==> src/core/fcsm_defines.svh <==
// Purpose: constants for the flash command sequencer host controller
// Assumes: word-mode unlock addresses, 16-bit data path
// Notes: header holds definitions only
`ifndef FCSM_DEFINES_SVH
`define FCSM_DEFINES_SVH
// ==========================================
// register offsets of the controller
`define FCSM_REG_CMD 4'h0
`define FCSM_REG_ADDR 4'h1
`define FCSM_REG_DATA 4'h2
`define FCSM_REG_STATUS 4'h3
`define FCSM_REG_RDATA 4'h4
// ==========================================
// command table values
`define FCSM_UNLOCK1_ADDR 20'h00555
`define FCSM_UNLOCK2_ADDR 20'h002AA
`define FCSM_UNLOCK1_DATA 16'h00AA
`define FCSM_UNLOCK2_DATA 16'h0055
`define FCSM_CMD_RESET 16'h00F0
`define FCSM_CMD_IDENT 16'h0090
`define FCSM_CMD_PROG 16'h00A0
`define FCSM_CMD_BYPASS 16'h0020
`define FCSM_CMD_ERASE_SETUP 16'h0080
`define FCSM_CMD_CHIP_ERASE 16'h0010
`define FCSM_CMD_BYPASS_EXIT2 16'h0000
`define FCSM_POLL_BIT 7
`define FCSM_TIMEOUT_BIT 5
// ==========================================
// bus timing, cycles of mclk (20 ns)
`define FCSM_T_ACCESS_NS 55
`define FCSM_ACCESS_CYC ((`FCSM_T_ACCESS_NS + 19) / 20)
`define FCSM_PULSE_CYC 3
`endif

==> src/core/fcsm_pkg.sv <==
// Purpose: types of the flash command sequencer host controller
// Assumes: fcsm_defines.svh is on the include path
// Notes: operation codes written to the command register
package fcsm_pkg;
   // ==========================================
   // operations software can order
   typedef enum logic [3:0] {
      FCSM_OP_READ = 4'h0,
      FCSM_OP_RESET = 4'h1,
      FCSM_OP_IDENT = 4'h2,
      FCSM_OP_PROG = 4'h3,
      FCSM_OP_BYP_ENTER = 4'h4,
      FCSM_OP_BYP_PROG = 4'h5,
      FCSM_OP_BYP_EXIT = 4'h6,
      FCSM_OP_CHIP_ERASE = 4'h7
   } fcsm_op_e;
   // one bus cycle to the flash
   typedef struct packed {
      logic [19:0] addr;
      logic [15:0] data;
   } fcsm_cycle_s;
endpackage

==> src/core/fcsm_host.sv <==
// Purpose: host controller issuing command sequences to an async NOR flash
// Assumes: flash pins are synchronous to mclk at the controller side
// Notes: one sequence at a time; polls poll bit for completion
//
// Contract
// - timeout flag high: host writes reset
// - reset exits identification mode
// - two unlocks plus identification command
// - program: two unlocks, setup, address data
// - hardware reset aborts program, repeat it
// - bypass: unlocks plus 20h, then A0h writes
// - bypass exit: 90h then 00h
// - chip erase takes six writes
`include "fcsm_defines.svh"
`timescale 1ns/1ps
`default_nettype none
module fcsm_host
   import fcsm_pkg::*;
(
   input wire logic mclk,
   input wire logic reset,
   input wire logic [3:0] regAddr, // register index
   input wire logic [31:0] regWdata,
   input wire logic regWr,
   input wire logic regRd,
   output logic [31:0] regRdata, // valid cycle after regRd
   output logic [19:0] flashAddr,
   output logic [15:0] flashDqOut,
   output logic flashDqOe, // high while host drives data
   input wire logic [15:0] flashDqIn,
   output logic flashCeN,
   output logic flashWeN,
   output logic flashOeN,
   output logic flashResetN, // hardware reset to flash
   output logic flashByteN, // low selects byte width
   input wire logic flashReadyBusyN
);
   // ==========================================
   // state machine
   typedef enum logic [5:0] {
      S_IDLE = 6'b000001,
      S_WSETUP = 6'b000010, // address out, we still high
      S_WPULSE = 6'b000100, // we low
      S_WHOLD = 6'b001000, // we high, data held
      S_RPULSE = 6'b010000, // oe low, waiting access
      S_POLL = 6'b100000 // waiting algorithm end
   } fcsm_st_e;
   fcsm_st_e st, next_st;
   fcsm_cycle_s seq [0:5]; // sequence of bus cycles
   logic [2:0] idx, next_idx, seqLen;
   logic [3:0] cnt, next_cnt;
   logic [19:0] cmdAddr; // target address register
   logic [15:0] cmdData; // program data register
   logic byteMode; // width select, steers byte pin
   logic busy, next_busy, doPoll, next_doPoll, isRead, next_isRead, errTo, next_errTo;
   logic [15:0] rdData, next_rdData;
   logic [2:0] rdySync; // ready pin synchroniser
   logic rdyStable;
   fcsm_op_e op, next_op;
   fcsm_op_e opSel; // operation the next bus cycle belongs to
   // ==========================================
   // sequence builder, from command table values
   function automatic fcsm_cycle_s unl(input logic second);
      unl.addr = second ? `FCSM_UNLOCK2_ADDR : `FCSM_UNLOCK1_ADDR;
      unl.data = second ? `FCSM_UNLOCK2_DATA : `FCSM_UNLOCK1_DATA;
   endfunction
   // the first cycle loads before op registers, so pick the incoming order
   always_comb begin
      if (st == S_IDLE) begin
         opSel = fcsm_op_e'(regWdata[3:0]);
      end else if (st == S_POLL) begin
         opSel = FCSM_OP_RESET; // only a timeout leaves poll for a write
      end else begin
         opSel = op;
      end
      for (int i = 0; i < 6; i++) begin
         seq[i] = '{addr: cmdAddr, data: `FCSM_CMD_RESET};
      end
      seqLen = 3'd1;
      seq[0] = unl(1'b0);
      seq[1] = unl(1'b1);
      case (opSel)
         FCSM_OP_RESET: begin // also exits identification
            seq[0] = '{addr: cmdAddr, data: `FCSM_CMD_RESET};
            seqLen = 3'd1;
         end
         FCSM_OP_IDENT: begin
            seq[2] = '{addr: `FCSM_UNLOCK1_ADDR, data: `FCSM_CMD_IDENT};
            seqLen = 3'd3;
         end
         FCSM_OP_PROG: begin // four writes
            seq[2] = '{addr: `FCSM_UNLOCK1_ADDR, data: `FCSM_CMD_PROG};
            seq[3] = '{addr: cmdAddr, data: cmdData};
            seqLen = 3'd4;
         end
         FCSM_OP_BYP_ENTER: begin
            seq[2] = '{addr: `FCSM_UNLOCK1_ADDR, data: `FCSM_CMD_BYPASS};
            seqLen = 3'd3;
         end
         FCSM_OP_BYP_PROG: begin // one of two valid bypass commands
            seq[0] = '{addr: cmdAddr, data: `FCSM_CMD_PROG};
            seq[1] = '{addr: cmdAddr, data: cmdData};
            seqLen = 3'd2;
         end
         FCSM_OP_BYP_EXIT: begin // 90h then 00h, any address
            seq[0] = '{addr: cmdAddr, data: `FCSM_CMD_IDENT};
            seq[1] = '{addr: cmdAddr, data: `FCSM_CMD_BYPASS_EXIT2};
            seqLen = 3'd2;
         end
         FCSM_OP_CHIP_ERASE: begin // six writes
            seq[2] = '{addr: `FCSM_UNLOCK1_ADDR, data: `FCSM_CMD_ERASE_SETUP};
            seq[3] = unl(1'b0);
            seq[4] = unl(1'b1);
            seq[5] = '{addr: `FCSM_UNLOCK1_ADDR, data: `FCSM_CMD_CHIP_ERASE};
            seqLen = 3'd6;
         end
         default: begin // array read needs no command
            seqLen = 3'd0;
         end
      endcase
   end
   // ==========================================
   // ready pin synchroniser, third and second must agree
   always_ff @(posedge mclk or posedge reset) begin
      if (reset) begin
         rdySync <= 3'b111;
         rdyStable <= 1'b1;
      end else begin
         rdySync <= {rdySync[1:0], flashReadyBusyN};
         if (rdySync[1] == rdySync[2]) begin
            rdyStable <= rdySync[2];
         end
      end
   end
   // ==========================================
   // sequencer next state
   always_comb begin
      next_st = st;
      next_idx = idx;
      next_cnt = cnt;
      next_busy = busy;
      next_doPoll = doPoll;
      next_isRead = isRead;
      next_errTo = errTo;
      next_rdData = rdData;
      next_op = op;
      case (st)
         S_IDLE: begin
            if (regWr && regAddr == `FCSM_REG_CMD && !busy) begin
               next_op = fcsm_op_e'(regWdata[3:0]);
               next_idx = 3'd0;
               next_cnt = 4'd0;
               next_busy = 1'b1;
               next_errTo = 1'b0;
               next_isRead = (regWdata[3:0] == FCSM_OP_READ);
               // program and erase poll for the end
               next_doPoll = (regWdata[3:0] == FCSM_OP_PROG) ||
                  (regWdata[3:0] == FCSM_OP_BYP_PROG) ||
                  (regWdata[3:0] == FCSM_OP_CHIP_ERASE);
               next_st = (regWdata[3:0] == FCSM_OP_READ) ? S_RPULSE : S_WSETUP;
            end
         end
         S_WSETUP: begin // address settles before we falls; ce is already low
            next_st = S_WPULSE;
            next_cnt = 4'd0;
         end
         S_WPULSE: begin
            next_cnt = cnt + 4'd1;
            if (cnt == 4'(`FCSM_PULSE_CYC - 1)) begin
               next_st = S_WHOLD;
            end
         end
         S_WHOLD: begin // data held past the rising we; ce stays low
            next_idx = idx + 3'd1;
            if (idx + 3'd1 < seqLen) begin
               next_st = S_WSETUP;
            end else if (doPoll) begin
               next_st = S_POLL; // no writes while algorithm runs
               next_cnt = 4'd0;
            end else begin
               next_st = S_IDLE;
               next_busy = 1'b0;
            end
         end
         S_RPULSE: begin
            next_cnt = cnt + 4'd1;
            if (cnt == 4'(`FCSM_ACCESS_CYC)) begin
               next_rdData = flashDqIn;
               if (isRead) begin
                  next_st = S_IDLE;
                  next_busy = 1'b0;
               end else begin
                  next_st = S_POLL;
               end
            end
         end
         S_POLL: begin // poll bit equals data when done
            next_cnt = 4'd0;
            if (flashDqIn[`FCSM_POLL_BIT] == cmdData[`FCSM_POLL_BIT] && rdyStable) begin
               next_st = S_IDLE;
               next_busy = 1'b0;
            end else if (flashDqIn[`FCSM_TIMEOUT_BIT]) begin
               // timeout flag: recover with reset command
               next_errTo = 1'b1;
               next_op = FCSM_OP_RESET;
               next_doPoll = 1'b0;
               next_idx = 3'd0;
               next_st = S_WSETUP;
            end
         end
         default: begin
            next_st = S_IDLE;
         end
      endcase
   end
   // ==========================================
   // sequencer registers
   always_ff @(posedge mclk or posedge reset) begin
      if (reset) begin
         st <= S_IDLE;
         idx <= 3'd0;
         cnt <= 4'd0;
         busy <= 1'b0;
         doPoll <= 1'b0;
         isRead <= 1'b0;
         errTo <= 1'b0;
         rdData <= 16'h0000;
         op <= FCSM_OP_READ;
      end else begin
         st <= next_st;
         idx <= next_idx;
         cnt <= next_cnt;
         busy <= next_busy;
         doPoll <= next_doPoll;
         isRead <= next_isRead;
         errTo <= next_errTo;
         rdData <= next_rdData;
         op <= next_op;
      end
   end
   // ==========================================
   // software registers and flash pins
   always_ff @(posedge mclk or posedge reset) begin
      if (reset) begin
         cmdAddr <= 20'h00000;
         cmdData <= 16'hFFFF;
         byteMode <= 1'b0;
         regRdata <= 32'h00000000;
         flashAddr <= 20'h00000;
         flashDqOut <= 16'h0000;
         flashDqOe <= 1'b0;
         flashCeN <= 1'b1;
         flashWeN <= 1'b1;
         flashOeN <= 1'b1;
         flashResetN <= 1'b0; // held low, aborts any program
         flashByteN <= 1'b1;
      end else begin
         flashResetN <= 1'b1;
         if (regWr && !busy) begin
            if (regAddr == `FCSM_REG_ADDR) begin
               cmdAddr <= regWdata[19:0];
            end
            if (regAddr == `FCSM_REG_DATA) begin
               cmdData <= regWdata[15:0];
               byteMode <= regWdata[16]; // width select
            end
         end
         regRdata <= 32'h00000000;
         if (regRd) begin
            case (regAddr)
               `FCSM_REG_ADDR: regRdata <= {12'h000, cmdAddr};
               `FCSM_REG_DATA: regRdata <= {15'h0000, byteMode, cmdData};
               `FCSM_REG_STATUS: regRdata <= {29'h00000000, rdyStable, errTo, busy};
               `FCSM_REG_RDATA: regRdata <= {16'h0000, rdData}; // id codes
               default: regRdata <= 32'h00000000;
            endcase
         end
         flashByteN <= !byteMode;
         flashCeN <= !(next_st != S_IDLE);
         flashWeN <= !(next_st == S_WPULSE);
         flashOeN <= !(next_st == S_RPULSE || next_st == S_POLL);
         flashDqOe <= (next_st == S_WSETUP || next_st == S_WPULSE || next_st == S_WHOLD);
         if (next_st == S_WSETUP) begin
            flashAddr <= seq[next_idx].addr;
            flashDqOut <= seq[next_idx].data;
         end else if (next_st == S_RPULSE && st == S_IDLE) begin
            flashAddr <= cmdAddr;
         end
      end
   end
   // ==========================================
   // checks
   property p_write_len;
      @(posedge mclk) disable iff (reset)
         (st == S_IDLE && next_st == S_WSETUP && next_op == FCSM_OP_PROG) |=>
         (st == S_WSETUP)[*1] ##1 (st == S_WPULSE)[*3];
   endproperty
   a_write_len: assert property (p_write_len) else $error("write pulse length wrong");
   property p_prog_polls;
      @(posedge mclk) disable iff (reset)
         (st == S_WHOLD && doPoll && idx + 3'd1 >= seqLen) |=> (st == S_POLL);
   endproperty
   a_prog_polls: assert property (p_prog_polls) else $error("no poll after program");
   property p_no_write_poll;
      @(posedge mclk) disable iff (reset)
         (st == S_POLL) |-> flashWeN && !flashDqOe;
   endproperty
   a_no_write_poll: assert property (p_no_write_poll) else $error("write during algorithm");
   property p_timeout_reset;
      @(posedge mclk) disable iff (reset)
         (st == S_POLL && next_errTo && !errTo) |=> ##1 (flashDqOut == `FCSM_CMD_RESET);
   endproperty
   a_timeout_reset: assert property (p_timeout_reset) else $error("no reset on timeout");
   property p_byp_first;
      @(posedge mclk) disable iff (reset)
         (st == S_IDLE && next_st == S_WSETUP && next_op == FCSM_OP_BYP_PROG) |=>
         (flashDqOut == `FCSM_CMD_PROG);
   endproperty
   a_byp_first: assert property (p_byp_first) else $error("bypass program not first");
   property p_read_pins;
      @(posedge mclk) disable iff (reset)
         (st == S_RPULSE) |-> !flashCeN && !flashOeN && !flashDqOe && flashWeN;
   endproperty
   a_read_pins: assert property (p_read_pins) else $error("read strobes wrong");
endmodule
`default_nettype wire

==> config.mk <==
export PLATFORM = sky130hd
export DESIGN_NAME = fcsm_host
export DESIGN_NICKNAME = d
export VERILOG_FILES = /design/src/core/fcsm_pkg.sv /design/src/core/fcsm_host.sv
export VERILOG_INCLUDE_DIRS = /design/src /design/src/core
export SDC_FILE = /design/constraint.sdc
export NUM_CORES = 1
export LEC_CHECK = 0
export ABC_AREA = 1
export BUFFER_PORTS_ARGS = -buffer_cell sky130_fd_sc_hd__clkbuf_2
export CAP_MARGIN = 25
export CELL_PAD_IN_SITES_DETAIL_PLACEMENT = 1
export CELL_PAD_IN_SITES_GLOBAL_PLACEMENT = 1
export CORE_UTILIZATION = 41
export CTS_CLUSTER_DIAMETER = 30
export DETAILED_ROUTE_END_ITERATION = 12
export PLACE_DENSITY_LB_ADDON = 0.12
export SLEW_MARGIN = 15
export SYNTH_ARGS = -nofsm -noshare
export SYNTH_HDL_FRONTEND = slang
export SYNTH_SLANG_ARGS = --single-unit
==> constraint.sdc <==
create_clock -name mclk -period 5.48 [get_ports mclk]
set_clock_uncertainty 0.05 [all_clocks]
set_input_delay 1.096 -clock mclk [delete_from_list [all_inputs] [get_ports mclk]]
set_output_delay 1.096 -clock mclk [all_outputs]
set_load 0.01 [all_outputs]
Word level (Yosys, flattened, before mapping)
Index checks and enable logic that the tools add are counted.
- bits of input ports: 57
- output and inout port bits: 74
- bits in registers: 152
- $add $sub $neg: 2
- multiplexer cells: 52
- reduce and logical (&&, ||, !) cells: 32
- $lt $le $gt $ge: 2
- bitwise operators: 1
- equal/unequal tests: 39
- operators by type and width (cell ; count):
    one-hot mux 36 bit (2 select lines) ; 2
    one-hot mux 36 bit (4 select lines) ; 1
    binary-select mux 36 bit (select 3 bit) ; 1
    one-hot mux 36 bit (3 select lines) ; 1
    one-hot mux 20 bit (4 select lines) ; 1
    two-way mux 36 bit ; 2
    two-way mux 72 bit ; 1
    two-way mux 20 bit ; 3
    two-way mux 6 bit ; 8
    one-hot mux 6 bit (6 select lines) ; 1
    two-way mux 4 bit ; 8
    == test 4 x 2 -> 1 bit (second input constant) ; 7
    == test 4 x 3 -> 1 bit (second input constant) ; 7
    inequality test 2 bit (second input constant) ; 8
    one-hot mux 4 bit (4 select lines) ; 1
    one-hot mux 3 bit (5 select lines) ; 1
    == test 6 x 2 -> 1 bit (second input constant) ; 2
    == test 6 x 3 -> 1 bit (second input constant) ; 2
    == test 6 x 4 -> 1 bit (second input constant) ; 2
    == test 6 x 5 -> 1 bit (second input constant) ; 2
    == test 6 bit (second input constant) ; 2
    two-way mux 1 bit ; 12
    two-way mux 3 bit ; 3
    one-hot mux 3 bit (3 select lines) ; 1
    24 further kinds ; 49

Logic depth before layout (Yosys ltp)
Gate-level depths: netlist of the first run.
- word-level depth: 13
- mapped depth: 23

Worst setup path after synthesis of the first run
OpenSTA, ideal clock, no wires.
- path type: input -> register
- start point: input port regWdata[2]
- end point: register flashAddr[3]
- library setup time: 0.117 ns
- slack: 2.721 ns
- cell stages on the path: 18
- data required time: 5.313 ns
- arrival time: 2.593 ns
- cell sequence: nand2_1 -> nand2_1 -> nor2_1 -> nand2_1 -> inv_1 -> nor2_1 -> ha_1 -> nand2_1 -> inv_1 -> nand2_1 -> nand3_2 -> nand2_4 -> inv_2 -> buf_6 -> nand2_1 -> nand2_1 -> nand2_1 -> nand2_1
- cells in the longest elaborated chain, start to end: 10
- ends and longest elaborated chain (item ; line ; RTL):
    from (decl) ; fcsm_host.sv:23 ; input wire logic [31:0] regWdata,
    two-way mux 4 bit ; fcsm_host.sv:69 ; if (st == S_IDLE) begin
    == test 4 x 3 -> 1 bit or == test 4 x 2 -> 1 bit (tied branches) ; fcsm_host.sv:82 ; case (opSel)
    OR reduction 2 bit (no source line) ; - ;
    one-hot mux 3 bit (5 select lines) ; fcsm_host.sv:82 ;
    less-than comparator 3 bit ; fcsm_host.sv:175 ; if (idx + 3'd1 < seqLen) begin
    two-way mux 6 bit ; fcsm_host.sv:175 ;
    one-hot mux 6 bit (6 select lines) ; fcsm_host.sv:147 ; case (st)
    == test 6 x 5 -> 1 bit ; fcsm_host.sv:286 ; end else if (next_st == S_RPULSE && st == S_IDLE) begin
    logical AND 1 bit ; fcsm_host.sv:286 ;
    nonzero test 2 bit (no source line) ; - ;
    to (signal assigned) ; fcsm_host.sv:284 ; flashAddr <= seq[next_idx].addr;
    to (signal assigned) ; fcsm_host.sv:287 ; flashAddr <= cmdAddr;
    to (decl) ; fcsm_host.sv:27 ; output logic [19:0] flashAddr,
Several ways; a longest one is shown, not always the timed one. The select of a mux whose other input is x is not followed.
A chain may end at the register's enable or synchronous reset.

Worst setup path in the final report of the first run
- start point: register st[0]
- end point: register flashAddr[17]
- cells in the longest elaborated chain, start to end: 12
- ends and longest elaborated chain (item ; line ; RTL):
    from (decl) ; fcsm_host.sv:48 ; fcsm_st_e st, next_st;
    from (signal assigned) ; fcsm_host.sv:230 ; st <= next_st;
    == test 6 bit ; fcsm_host.sv:71, fcsm_host.sv:147 ;
    two-way mux 4 bit ; fcsm_host.sv:71 ; end else if (st == S_POLL) begin
    two-way mux 4 bit ; fcsm_host.sv:69 ;
    == test 4 x 3 -> 1 bit or == test 4 x 2 -> 1 bit (tied branches) ; fcsm_host.sv:82 ;
    OR reduction 2 bit (no source line) ; - ;
    one-hot mux 3 bit (5 select lines) ; fcsm_host.sv:82 ;
    less-than comparator 3 bit ; fcsm_host.sv:175 ;
    two-way mux 6 bit ; fcsm_host.sv:175 ;
    one-hot mux 6 bit (6 select lines) ; fcsm_host.sv:147 ;
    == test 6 x 5 -> 1 bit ; fcsm_host.sv:286 ;
    logical AND 1 bit ; fcsm_host.sv:286 ;
    nonzero test 2 bit (no source line) ; - ;
Several ways; a longest one is shown, not always the timed one. The select of a mux whose other input is x is not followed.

==> key figures, run 1 <==
Run status
  – Run status: finished, final reports clean

Clock network
  – Sinks on Clock Net: 140
  – Hold bufs inserted after CTS: 0
  – Post-cts gate resize count: 0
  – Root Driver: clkbuf_16
  – CTS tree: yes
  – Clock transition at path regs: ~0.060 ns
  – H-tree levels: 4
  – Worst skew pair latency: roughly 0.43 ns
  – Post-CTS Setup Bufs: 0
  – Clock Path Buffers: 2
  – CTS buffer count: 17

Power
  – Pwr dens: about 420 nW/um^2
  – Switching power: approximately 1.3 mW
  – Sequential share of power: 38.7%
  – Pint: 2.26 mW
  – Lkg Pwr: 4.56 nW
  – Logic gate share of total power: 28.2%
  – Maximum vdd drop: ~0.00026 V
  – Clock share of power: 33.1%
  – Overall Power: 3.55 mW
  – Net Sw Frac: 36.3%

Routing
  – Vias: approximately 6500
  – Initial DRC Count: around 360
  – Vias per Instance: 5.02
  – TritonRoute pass-1 iters: 7
  – Routed wire length: 21200 microns
  – DRC: 0
  – DR WL/cell: 16.5 microns
  – Routed Antenna Nets: 0

Global route
  – Overflow left after global routing: 0
  – Vias in the first global route: 6482
  – First-pass GRT wire length: 34900 microns
  – Largest net degree at the start of global routing: between 100 and 150
  – GRT Total Usage: about 25%
  – Initial antenna violation count: 0

STA
  – Post-route setup TNS: 0 ns
  – Fmax: 273 MHz
  – Final period util: 66.9%
  – Final Critical Period: 3.67 ns
  – Final setup margin: between 1.5 and 2 ns
  – Measured slew at the worst slew-check pin: 0.650 ns
  – Hold Vio Cnt, Final: 0
  – Slew Limit Fails: 0
  – Rel. slew slack: 56.7%
  – Final setup fails: 0
  – RSZ-0062 raised after global routing: false

Synthesis
  – Post-synth top area cell: dfrtp_1
  – Syn Inst Count: roughly 940
  – Yosys reg bits: 140
  – Largest cells by area after synthesis: dfrtp_1, nand2_1, dfstp_2
  – Top cells by count, synth: nand2_1, dfrtp_1, inv_1
  – Mapped cell area: 7180 sq um
  – Ys async rst share: between 90% and 100%
  – Syn_area_per_cell: 7.63 sq um
  – Post-synthesis cell type count: 42
  – Register area share after synthesis: about half
  – Most common cell in the netlist: nand2_1
  – Total number of yosys warnings: 0
  – Post-synth EDFFs: 0
  – Ys flop type: dfrtp_1
  – Area fraction of the dominant cell type after synthesis: 40.1%

Worst setup path
  – Crit path max-delay family: simple AND/OR/NAND/NOR gates
  – Buf/Inv on CP: 6
  – Critical Path RT: 5.80 ns
  – Most common cell on crit path: nand2_1
  – Crit path arrival time: 3.98 ns
  – Startpoint type of the worst setup path: flop
  – WS Path Type: reg -> reg
  – Worst setup EP type: flop
  – Slowest CP cell: dfstp_2
  – CP max FO: 26
  – CP cell instances: inv_1 > nor2_1 > nand3_2 > inv_2 > nand2_1 > nand2_1 > nor2_1 > nand2_1 > inv_1 > nor2_1 > ha_1 > nand2_1 > inv_1 > nand2_1 > nand3_2 > nand2_4 > nor2_2 > buf_4 > inv_2 > nand3_1 > nand2_1
  – Slowest stage delay, CP: 0.54 ns

Finish
  – Reg area: 3530 sq um
  – # nets final: 1109
  – Layout cells sized above 1: 20.3%
  – # fillers: 2217
  – Multi-input logic area: 3090 sq um
  – Antenna Cells: 0
  – Synthesis-to-layout area growth: 18.2%

Place
  – RePlAce Congestion: 0.838
  – Port bufs: 106
  – DP Wirelength: between 10000 and 15000 microns
  – Dpl ws: 1.73 ns

Floorplanning
  – Die area: 18100 sq um
  – Num rows: between 40 and 50
  – Die H: around 130 microns
  – Boundary Pins: 131
  – Initial Utilization: 41.8%
  – Core area: 17200 sq um
  – DIE WIDTH: approximately 130 microns

Job
  – Maxcap violations: 0

Min path
  – Hold crit path type: reg -> reg
## final cells by class
class / instances / share of cell area (%)
sequential: 140 / 41.6
clock buffer: 19 / 5.34
tap: 225 / 3.32
timing repair buffer: 115 / 7.33
clock inverter: 13 / 1.65
inverter: 97 / 4.35
multi-input combinational: 676 / 36.4
## worst register-to-register path, cell delays in order (launching register included)
cell and delay, ns:
dfstp_2 0.54, inv_1 0.05, nor2_1 0.11, nand3_2 0.25, inv_2 0.25, nand2_1 0.09, nand2_1 0.18, nor2_1 0.09
nand2_1 0.12, inv_1 0.08, nor2_1 0.12, ha_1 0.24, nand2_1 0.07, inv_1 0.04, nand2_1 0.08, nand3_2 0.13
nand2_4 0.31, nor2_2 0.05, buf_4 0.22, inv_2 0.33, nand3_1 0.13, nand2_1 0.07
## flip-flops by register name (all words and copies together) (netlist names), 3 cells and up
signal      cells
cmdAddr        20
flashAddr      20
regRdata       20
cmdData        16
flashDqOut     16
rdData         16
st              6
cnt             4
op              4
idx             3
rdySync         3
## final timing paths
check	slack, ns	cells past startpoint	startpoint	endpoint
max	1.81	21	st[0]	flashAddr[17]
min	0.31	0	rdySync[0]	rdySync[1]
max reg2reg	1.81	21	st[0]	flashAddr[17]
min reg2reg	0.31	0	rdySync[0]	rdySync[1]
max in group asynchronous	3.55	4	reset	cmdData[14]
min in group asynchronous	0.56	2	reset	flashDqOut[6]
## routing by layer
metal,vias to the layer above,track usage (%),routed length (microns)
li1,3157,-,-
met1,3129,35.4,10300
met2,136,39.0,9760
met3,28,3.59,661
met4,0,9.36,415
met5,-,0,0
## power groups by stage
stage	sequential [mW]	combinational, mW	clock [mW]
2_1_floorplan	1.38	0.667	0
3_3_place_gp	1.39	0.972	0
3_5_place_dp	1.39	0.995	0
4_1_cts	1.37	1.01	1.20
5_1_grt	1.40	1.15	1.23
6_report	1.38	1.00	1.17
## per-stage QoR
stage / cells / hold slack, ns / area, sq um / utilization [%]
final: 1285 / 0.309 / 8490 / 49.4
after global routing: 1285 / 0.313 / 8490 / 49.4
after CTS: 1282 / 0.310 / 8440 / 49.1
after detailed placement: 1250 / 0.301 / 7850 / 45.7
after global placement: 1250 / 0.295 / 7850 / 45.7
after floorplan: 952 / 0.295 / 7220 / -
## placed cells by master (no fill, tap or decap), types with 2 or more instances in the layout
| cell type | n |
|---|---|
| a21oi_1 | 13 |
| a221oi_1 | 3 |
| buf_4 | 7 |
| bufinv_16 | 2 |
| clkbuf_16 | 17 |
| clkbuf_2 | 106 |
| clkbuf_8 | 2 |
| clkinv_2 | 5 |
| clkinv_4 | 3 |
| conb_1 | 13 |
| dfrtp_1 | 115 |
| dfstp_2 | 25 |
| ha_1 | 5 |
| inv_1 | 87 |
| inv_2 | 8 |
| inv_6 | 3 |
| nand2_1 | 379 |
| nand2_2 | 7 |
| nand3_1 | 68 |
| nand3_2 | 5 |
| nand3b_1 | 2 |
| nand4_1 | 8 |
| nor2_1 | 58 |
| nor2_2 | 7 |
| nor2_4 | 4 |
| nor3_1 | 4 |
| o211ai_1 | 9 |
| o21ai_0 | 60 |
| o21ai_1 | 12 |
| o21ai_2 | 3 |
| xor2_1 | 2 |
## cell families after synthesis
logic type                 Yosys count  share of synthesized area, %
AOI/OAI and AO/OA                  106                          8.47
adders and majority gates            6                          1.01
DFF                                140                          49.2
xor gates and xnor gates             3                         0.366
buffers and inverters              136                          8.38
other                                2                         0.105
and+or+nand+nor                    548                          32.5
No activity file was read; power rests on OpenSTA's default activity.
==> run 2, diff against run 1 <==
Settings changed: CORE_UTILIZATION 41 to 37.
Clock period 5.48 ns to 2.95 ns, I/O delays scaled along.
==> run 2 against run 1 <==
Net effect: first-iteration DRC count fell by 22%; power rose by 100%; largest cell class unchanged; cell count rose by 7.1%; sequential power rose by 86%; routed wire length rose by 7.0%; register-to-register slack got worse by 1.7 ns; utilization fell by 0.26 points; worst hold slack got worse by 0.12 ns; maximum frequency rose by 30%; global-route usage fell by 1.2 points; clock-buffer cell count fell by 1; highest routed layer unchanged; combinational power rose by 130%.
==> key figures, run 2 (synthesis gave the netlist of run 1 again) <==
Run status
  – Run status: finished, final reports clean

Worst setup path
  – Worst setup EP type: flop
  – Critical Path RT: 3.22 ns (-2.58 ns)
  – Slowest CP cell: dfstp_2
  – WS Path Type: reg -> reg
  – Startpoint type of the worst setup path: flop
  – Slowest stage delay, CP: 0.53 ns (about the same)
  – Worst R2R Setup Slack: 0.13 ns (-1.68 ns)
  – Reg2reg path depth: 18 (-14%)
  – CP cell instances: inv_1 > nor2_4 > nand3_4 > clkinv_4 > nand2_2 > nand2_2 > buf_4 > nand3_2 > ha_4 > nand2_1 > inv_1 > nand2_2 > nand3_4 > nand2_8 > buf_12 > buf_8 > buf_4 > o21a_1
  – Most common cell on crit path: nand2_2
  – Worst R2R Start: st[0]
  – Crit path arrival time: 3.09 ns (-0.89 ns)
  – CP max FO: 10 (-62%)
  – RR Endpoint: flashDqOut[7]

Global route
  – M1 GR Usage: 33.9% (-1.4 points)
  – GR peak layer: met2
  – Overflow left after global routing: 0 (unchanged)
  – Met3 capacity usage during global routing: 4.12% (+0.53 points)
  – Met2 Use GR: 37.5% (-1.5 points)
  – GRT Total Usage: 23.9% (-1.2 points)
  – Initial antenna violation count: 0 (unchanged)
  – Vias in the first global route: 6744 (+4.0%)
  – Largest net degree at the start of global routing: 93 (-9.7%)
  – First-pass GRT wire length: 36400 microns (+4.4%)

Power
  – Pint: 4.59 mW (+100%)
  – Switching power: 2.62 mW (+100%)
  – Lkg Pwr: 4.89 nW (+7.2%)
  – Net Sw Frac: 36.3% (about the same)
  – Sequential share of power: 35.6% (-3.1 points)
  – Pwr dens: 776 nW/um^2 (+85%)
  – Clock share of power: 32.6% (-0.5 points)
  – Logic gate share of total power: 31.8% (+3.6 points)
  – Maximum vdd drop: 0.000358 V (+38%)

Finish
  – Most common cell after layout, fill and taps aside: nand2_1
  – Antenna Cells: 0 (unchanged)
  – # nets final: 1165 (+5.0%)
  – Reg area: 3530 sq um (unchanged)
  – Largest registers: cmdAddr: 20 flops, flashAddr: 20 flops, regRdata: 20 flops
  – Most frequent cells in the layout: nand2_1, dfrtp_1, clkbuf_2
  – Multi-input logic area: 3330 sq um (+7.7%)
  – Layout cells sized above 1: 27.0% (+6.7 points)
  – # fillers: 2436 (+9.9%)
  – Core Util, Final: 49.2% (-0.26 points)
  – Synthesis-to-layout area growth: 29.3%

Floorplanning
  – Num rows: 50 (+4.2%)
  – Die H: 141 microns (+5.2%)
  – Core area: 18900 sq um (+10%)
  – Die area: 20000 sq um (+11%)
  – Initial Utilization: 38.0% (-3.8 points)
  – DIE WIDTH: 141 microns (+5.2%)
  – Boundary Pins: 131 (unchanged)

Place
  – DP Wirelength: 15900 microns (+6.4%)
  – Port bufs: 106 (unchanged)
  – RePlAce Congestion: 0.839 (about the same)

STA
  – Final setup fails: 0 (unchanged)
  – Fmax: 355 MHz (+30%)
  – Rel. slew slack: 63.5% (+6.8 points)
  – Hold WS: 0.186 ns (-0.123 ns)
  – Measured slew at the worst slew-check pin: 0.548 ns (-0.102 ns)
  – RSZ-0062 raised after global routing: true
  – Final Critical Period: 2.82 ns (-0.846 ns)
  – Final period util: 95.6% (+29 points)
  – Hold Vio Cnt, Final: 0 (unchanged)
  – Slew Limit Fails: 0 (unchanged)

Clock network
  – CTS tree: yes
  – Sinks on Clock Net: 140 (unchanged)
  – Clock transition at path regs: 0.07 ns (about the same)
  – CTS buffer count: 17 (unchanged)
  – Hold bufs inserted after CTS: 0 (unchanged)
  – Worst skew pair latency: 0.43 ns (about the same)
  – Clock Path Buffers: 2 (unchanged)
  – H-tree levels: 4 (unchanged)
  – Root Driver: clkbuf_16

Min path
  – Hold crit path type: in -> async

Routing
  – Vias: 6674 (+3.5%)
  – DR WL/cell: 16.5 microns (about the same)
  – Vias per Instance: 4.85 (-3.4%)
  – Initial DRC Count: 278 (-22%)
  – TritonRoute pass-1 iters: 4 (-3)
  – Routed wire length: 22600 microns (+7.0%)
  – DRC: 0 (unchanged)
  – Routed Antenna Nets: 0 (unchanged)

Job
  – Maxcap violations: 0 (unchanged)
## run 2: cell count changes in the layout (fill, tap and decap cells not counted), moves of 3 or more
cell / change
buf_4: +46
nand2_1: -14
nand2_2: +12
nor2_1: -8
nor2_4: +7
buf_12: +5
nand3_4: +5
buf_8: +3
clkinv_2: -3
nand3_1: -3
o21ai_4: +3
## run 2: per-layer routing
layer	up-vias	wire (microns)
met4	0	381
met1	3264	11100
met5	-	0
li1	3269	-
met3	21	778
met2	120	10400
## run 2: area by class of cell
class	count	area share, %
Clock buffer	18	4.62
Clock inverter	14	2.21
Inverter	97	4.07
Multi-Input combinational cell	678	35.8
Sequential cell	140	38.1
Tap cell	260	3.50
Timing Repair Buffer	168	11.7
Timing Repair inverter	1	0.0539
## run 2: metrics by stage
step	cells	power (mW)	setup TNS (ns)	instance area, sq um	worst slack, ns
floorplan	952	3.81	0	7230	0.400
global placement	1330	4.58	-0.193	8290	-0.0280
detailed placement	1330	4.63	-1.92	8290	-0.110
CTS	1364	7.05	0	8990	0.0156
global route	1376	7.65	-0.155	9290	-0.0359
finish	1376	7.21	0	9290	0.131
## run 2: worst max-delay path by stage
stage               endpoint  startpoint
2_1_floorplan   flashAddr[3]       st[0]
3_3_place_gp   flashAddr[17]       st[0]
3_5_place_dp   flashAddr[13]       st[0]
4_1_cts         flashAddr[5]       st[0]
5_1_grt         flashAddr[4]       st[0]
6_report       flashDqOut[7]       st[0]
## run 2: power by group through the flow
stage	Clock, mW	Combinational, mW	Sequential [mW]
floorplan	0	1.24	2.57
global placement	0	2.00	2.58
detailed placement	0	2.04	2.58
CTS	2.39	2.11	2.56
global route	2.47	2.58	2.60
finish	2.35	2.29	2.56
## run 2: critical path, delay by kind of cell (launching register included)
family | cells | cell delay (ns)
buffers and inverters | 7 | 0.79
AOI/OAI and AO/OA | 1 | 0.15
DFF | 1 | 0.53
adders and majority gates | 1 | 0.30
and+or+nand+nor | 9 | 0.89
## run 2: timing repair
action	4_1_cts	5_1_grt
setup endpoints to repair	31	41
hold endpoints to repair	0	0
buffers inserted	0	11
pin swaps	1	17
cloned	2	1
gates resized for setup	9	53
==> run 3, diff against run 2 <==
Settings changed: ABC_AREA 1 to 0, CORE_UTILIZATION 37 to 39.
==> run 3 against run 2 <==
Net effect: the flow now finishes with violations (setup timing); combinational power grew 24%; worst hold slack worse by 0.078 ns; sequential share of layout area fell by 1.3 points; maximum frequency is 15% lower; routed wire length rose by 3.7%; via count down 6.0%; clock power down 12%; setup slack got worse by 0.48 ns; synthesized area shrank 4.5%; first-iteration DRC count rose by 17%; power is 7.1% higher; sequential power grew 9.4%; critical endpoint is now flashAddr[5]; highest routed layer unchanged.
==> key figures, run 3 <==
Synthesis
  – Total number of yosys warnings: 0 (unchanged)
  – Syn Inst Count: 670 (-29%)
  – Yosys reg bits: 140 (unchanged)
  – Post-synth EDFFs: 0 (unchanged)
  – Mapped cell area: 6860 sq um (-4.5%)
  – Top cells by count, synth: nand2_1, dfrtp_1, nor2_1
  – Post-synth top area cell: dfrtp_1
  – Ys flop type: dfrtp_1
  – Most common cell in the netlist: nand2_1
  – Area fraction of the dominant cell type after synthesis: 42.0% (+1.9 points)
  – Ys async rst share: 100% (unchanged)
  – Syn_area_per_cell: 10.2 sq um (+34%)
  – Largest cells by area after synthesis: dfrtp_1, dfstp_2, nand2_1
  – Register area share after synthesis: 51.6% (+2.3 points)
  – Post-synthesis cell type count: 82 (+95%)

Routing
  – TritonRoute pass-1 iters: 5 (+1)
  – Routed Antenna Nets: 0 (unchanged)
  – DRC: 0 (unchanged)
  – Initial DRC Count: 324 (+17%)
  – DR WL/cell: 20.7 microns (+26%)
  – Vias per Instance: 5.53 (+14%)
  – Vias: 6271 (-6.0%)
  – Routed wire length: 23500 microns (+3.7%)

Floorplanning
  – Core area: 17200 sq um (-8.8%)
  – Die H: 135 microns (-4.8%)
  – Initial Utilization: 39.8% (+1.8 points)
  – Die area: 18100 sq um (-9.3%)
  – Num rows: 48 (-4.0%)
  – Boundary Pins: 131 (unchanged)
  – DIE WIDTH: 135 microns (-4.8%)

Worst setup path
  – Crit path arrival time: 3.55 ns (+0.46 ns)
  – WS Path Type: reg -> reg
  – Startpoint type of the worst setup path: flop
  – CP max FO: 6 (-4)
  – Worst setup EP type: flop
  – Crit path max-delay family: compound AO/OA/AOI/OAI gates
  – RR Endpoint: flashAddr[5]
  – Slowest stage delay, CP: 0.60 ns (+0.07 ns)
  – Critical Path RT: 3.20 ns (-0.02 ns)
  – Most common cell on crit path: buf_4
  – CP cell instances: or4_4 > o21ai_2 > buf_4 > buf_4 > nand2_1 > a211oi_1 > a21oi_1 > buf_4 > o21ai_0 > a21oi_2 > a221o_1
  – Buf/Inv on CP: 3 (-4)
  – Slowest CP cell: or4_4
  – Worst R2R Start: st[3]
  – Worst R2R Setup Slack: -0.35 ns (-0.48 ns)
  – Reg2reg path depth: 11 (-7)

Place
  – Inst Count DP: 1092 (-18%)
  – DP Wirelength: 17100 microns (+7.4%)
  – RePlAce Congestion: 0.830 (-0.98%)
  – Placed Instance Area: 8560 sq um (+3.2%)
  – Port bufs: 106 (unchanged)

Clock network
  – Worst skew pair latency: 0.43 ns (about the same)
  – CTS tree: yes
  – CTS buffer count: 17 (unchanged)
  – Clock transition at path regs: 0.07 ns (about the same)
  – Root Driver: clkbuf_16
  – Clock Path Buffers: 2 (unchanged)
  – Sinks on Clock Net: 140 (unchanged)
  – Hold bufs inserted after CTS: 0 (unchanged)
  – H-tree levels: 4 (unchanged)

STA
  – Hold Vio Cnt, Final: 0 (unchanged)
  – Fmax: 303 MHz (-15%)
  – Rel. slew slack: 60.4% (-3.1 points)
  – Post-route setup TNS: -7.74 ns (-7.74 ns)
  – Final setup fails: 42 (+42)
  – Final period util: 112% (+16 points)
  – Final Critical Period: 3.30 ns (+0.479 ns)
  – Final setup margin: -0.348 ns (-0.479 ns)
  – Slew Limit Fails: 0 (unchanged)
  – RSZ-0062 raised after global routing: true
  – Measured slew at the worst slew-check pin: 0.589 ns (+0.0412 ns)

Global route
  – Largest net degree at the start of global routing: 92 (-1.1%)
  – Overflow left after global routing: 0 (unchanged)
  – First-pass GRT wire length: 36600 microns (+0.59%)
  – Initial antenna violation count: 0 (unchanged)
  – GRT Total Usage: 26.9% (+3.1 points)
  – Vias in the first global route: 6662 (-1.2%)

Finish
  – # fillers: 1924 (-21%)
  – # nets final: 959 (-18%)
  – Most frequent cells in the layout: buf_4, dfrtp_1, nand2_1, clkbuf_2, nor2_1
  – Layout cells sized above 1: 46.6% (+20 points)
  – Largest registers: cmdAddr: 20 flops, flashAddr: 20 flops, regRdata: 20 flops
  – Synthesis-to-layout area growth: 40.5%
  – Non-Filler Instances: 1135 (-18%)
  – Most common cell after layout, fill and taps aside: buf_4
  – Final Cell Area: 9630 sq um (+3.7%)
  – Antenna Cells: 0 (unchanged)

Min path
  – Hold crit path type: in -> async

Run status
  – Violated checks: setup timing
  – Run status: complete, but fails checks

Job
  – Maxcap violations: 0 (unchanged)

Power
  – Maximum vdd drop: 0.000464 V (+30%)
  – Lkg Pwr: 4.48 nW (-8.4%)
  – Pwr dens: 801 nW/um^2 (+3.2%)
-- run 3: power breakdown --
part           total, mW  internal [mW]  switching (mW)  leakage [nW]
sequential          2.80           2.39           0.414          1.70
combinational       2.85           1.39            1.46          2.50
clock               2.07           1.13           0.935         0.274
total               7.72           4.90            2.81          4.48
-- run 3: repair_timing --
item                       in CTS  in global routing
pin swaps                      12                 17
gates resized for setup        47                 46
cloned                          0                  1
buffers inserted                7                  4
setup endpoints to repair      45                 47
-- run 3: cells by family after synthesis --
| kind of cell | Yosys count | synth area share, % |
|---|---|---|
| multiplexers | 41 | 6.68 |
| flip-flops | 140 | 51.6 |
| XOR/XNOR | 6 | 0.767 |
| AO/OA/AOI/OAI | 174 | 18.9 |
| buffers and inverters | 61 | 4.29 |
| adder cells (fa/ha/maj) | 6 | 1.06 |
| AND/OR/NAND/NOR | 240 | 16.6 |
| other | 2 | 0.110 |
-- run 3: layer usage --
layer | track usage [%] | up-vias | part of all wire (%)
li1 | - | 2877 | -
met1 | 36.0 | 3181 | 44
met2 | 44.1 | 176 | 49
met3 | 4.58 | 37 | 3.9
met4 | 9.68 | 0 | 2.4
met5 | 0 | - | 0
-- run 3: area by class of cell --
| type | count | area (sq um) | area share, % |
|---|---|---|---|
| well taps | 225 | 282 | 2.92 |
| multi-input cells | 480 | 3510 | 36.5 |
| repair buffers | 239 | 1660 | 17.2 |
| clock buffers | 18 | 439 | 4.56 |
| clock inverters | 14 | 124 | 1.29 |
| flip-flops and latches | 140 | 3540 | 36.7 |
| inverters | 19 | 80.1 | 0.831 |
-- run 3: worst max path at each step --
stage          startpoint       endpoint  cells after the start
3_5_place_dp        st[3]   flashAddr[3]                     14
3_3_place_gp        st[3]   flashAddr[2]                     13
4_1_cts             st[3]  flashDqOut[9]                     13
5_1_grt             st[3]   flashAddr[5]                     11
2_1_floorplan       st[0]   flashAddr[1]                     14
6_report            st[3]   flashAddr[5]                     11
-- run 3: per-stage QoR --
stage / utilization, % / hold WS [ns] / total power [mW] / setup slack (ns)
after global routing: 55.9 / 0.120 / 8.10 / -0.431
after detailed placement: 49.7 / 0.305 / 5.27 / -0.327
final: 55.9 / 0.108 / 7.72 / -0.348
after global placement: 49.7 / 0.298 / 5.17 / -0.244
after floorplan: - / 0.295 / 4.06 / -0.270
after CTS: 54.5 / 0.107 / 7.57 / -0.208
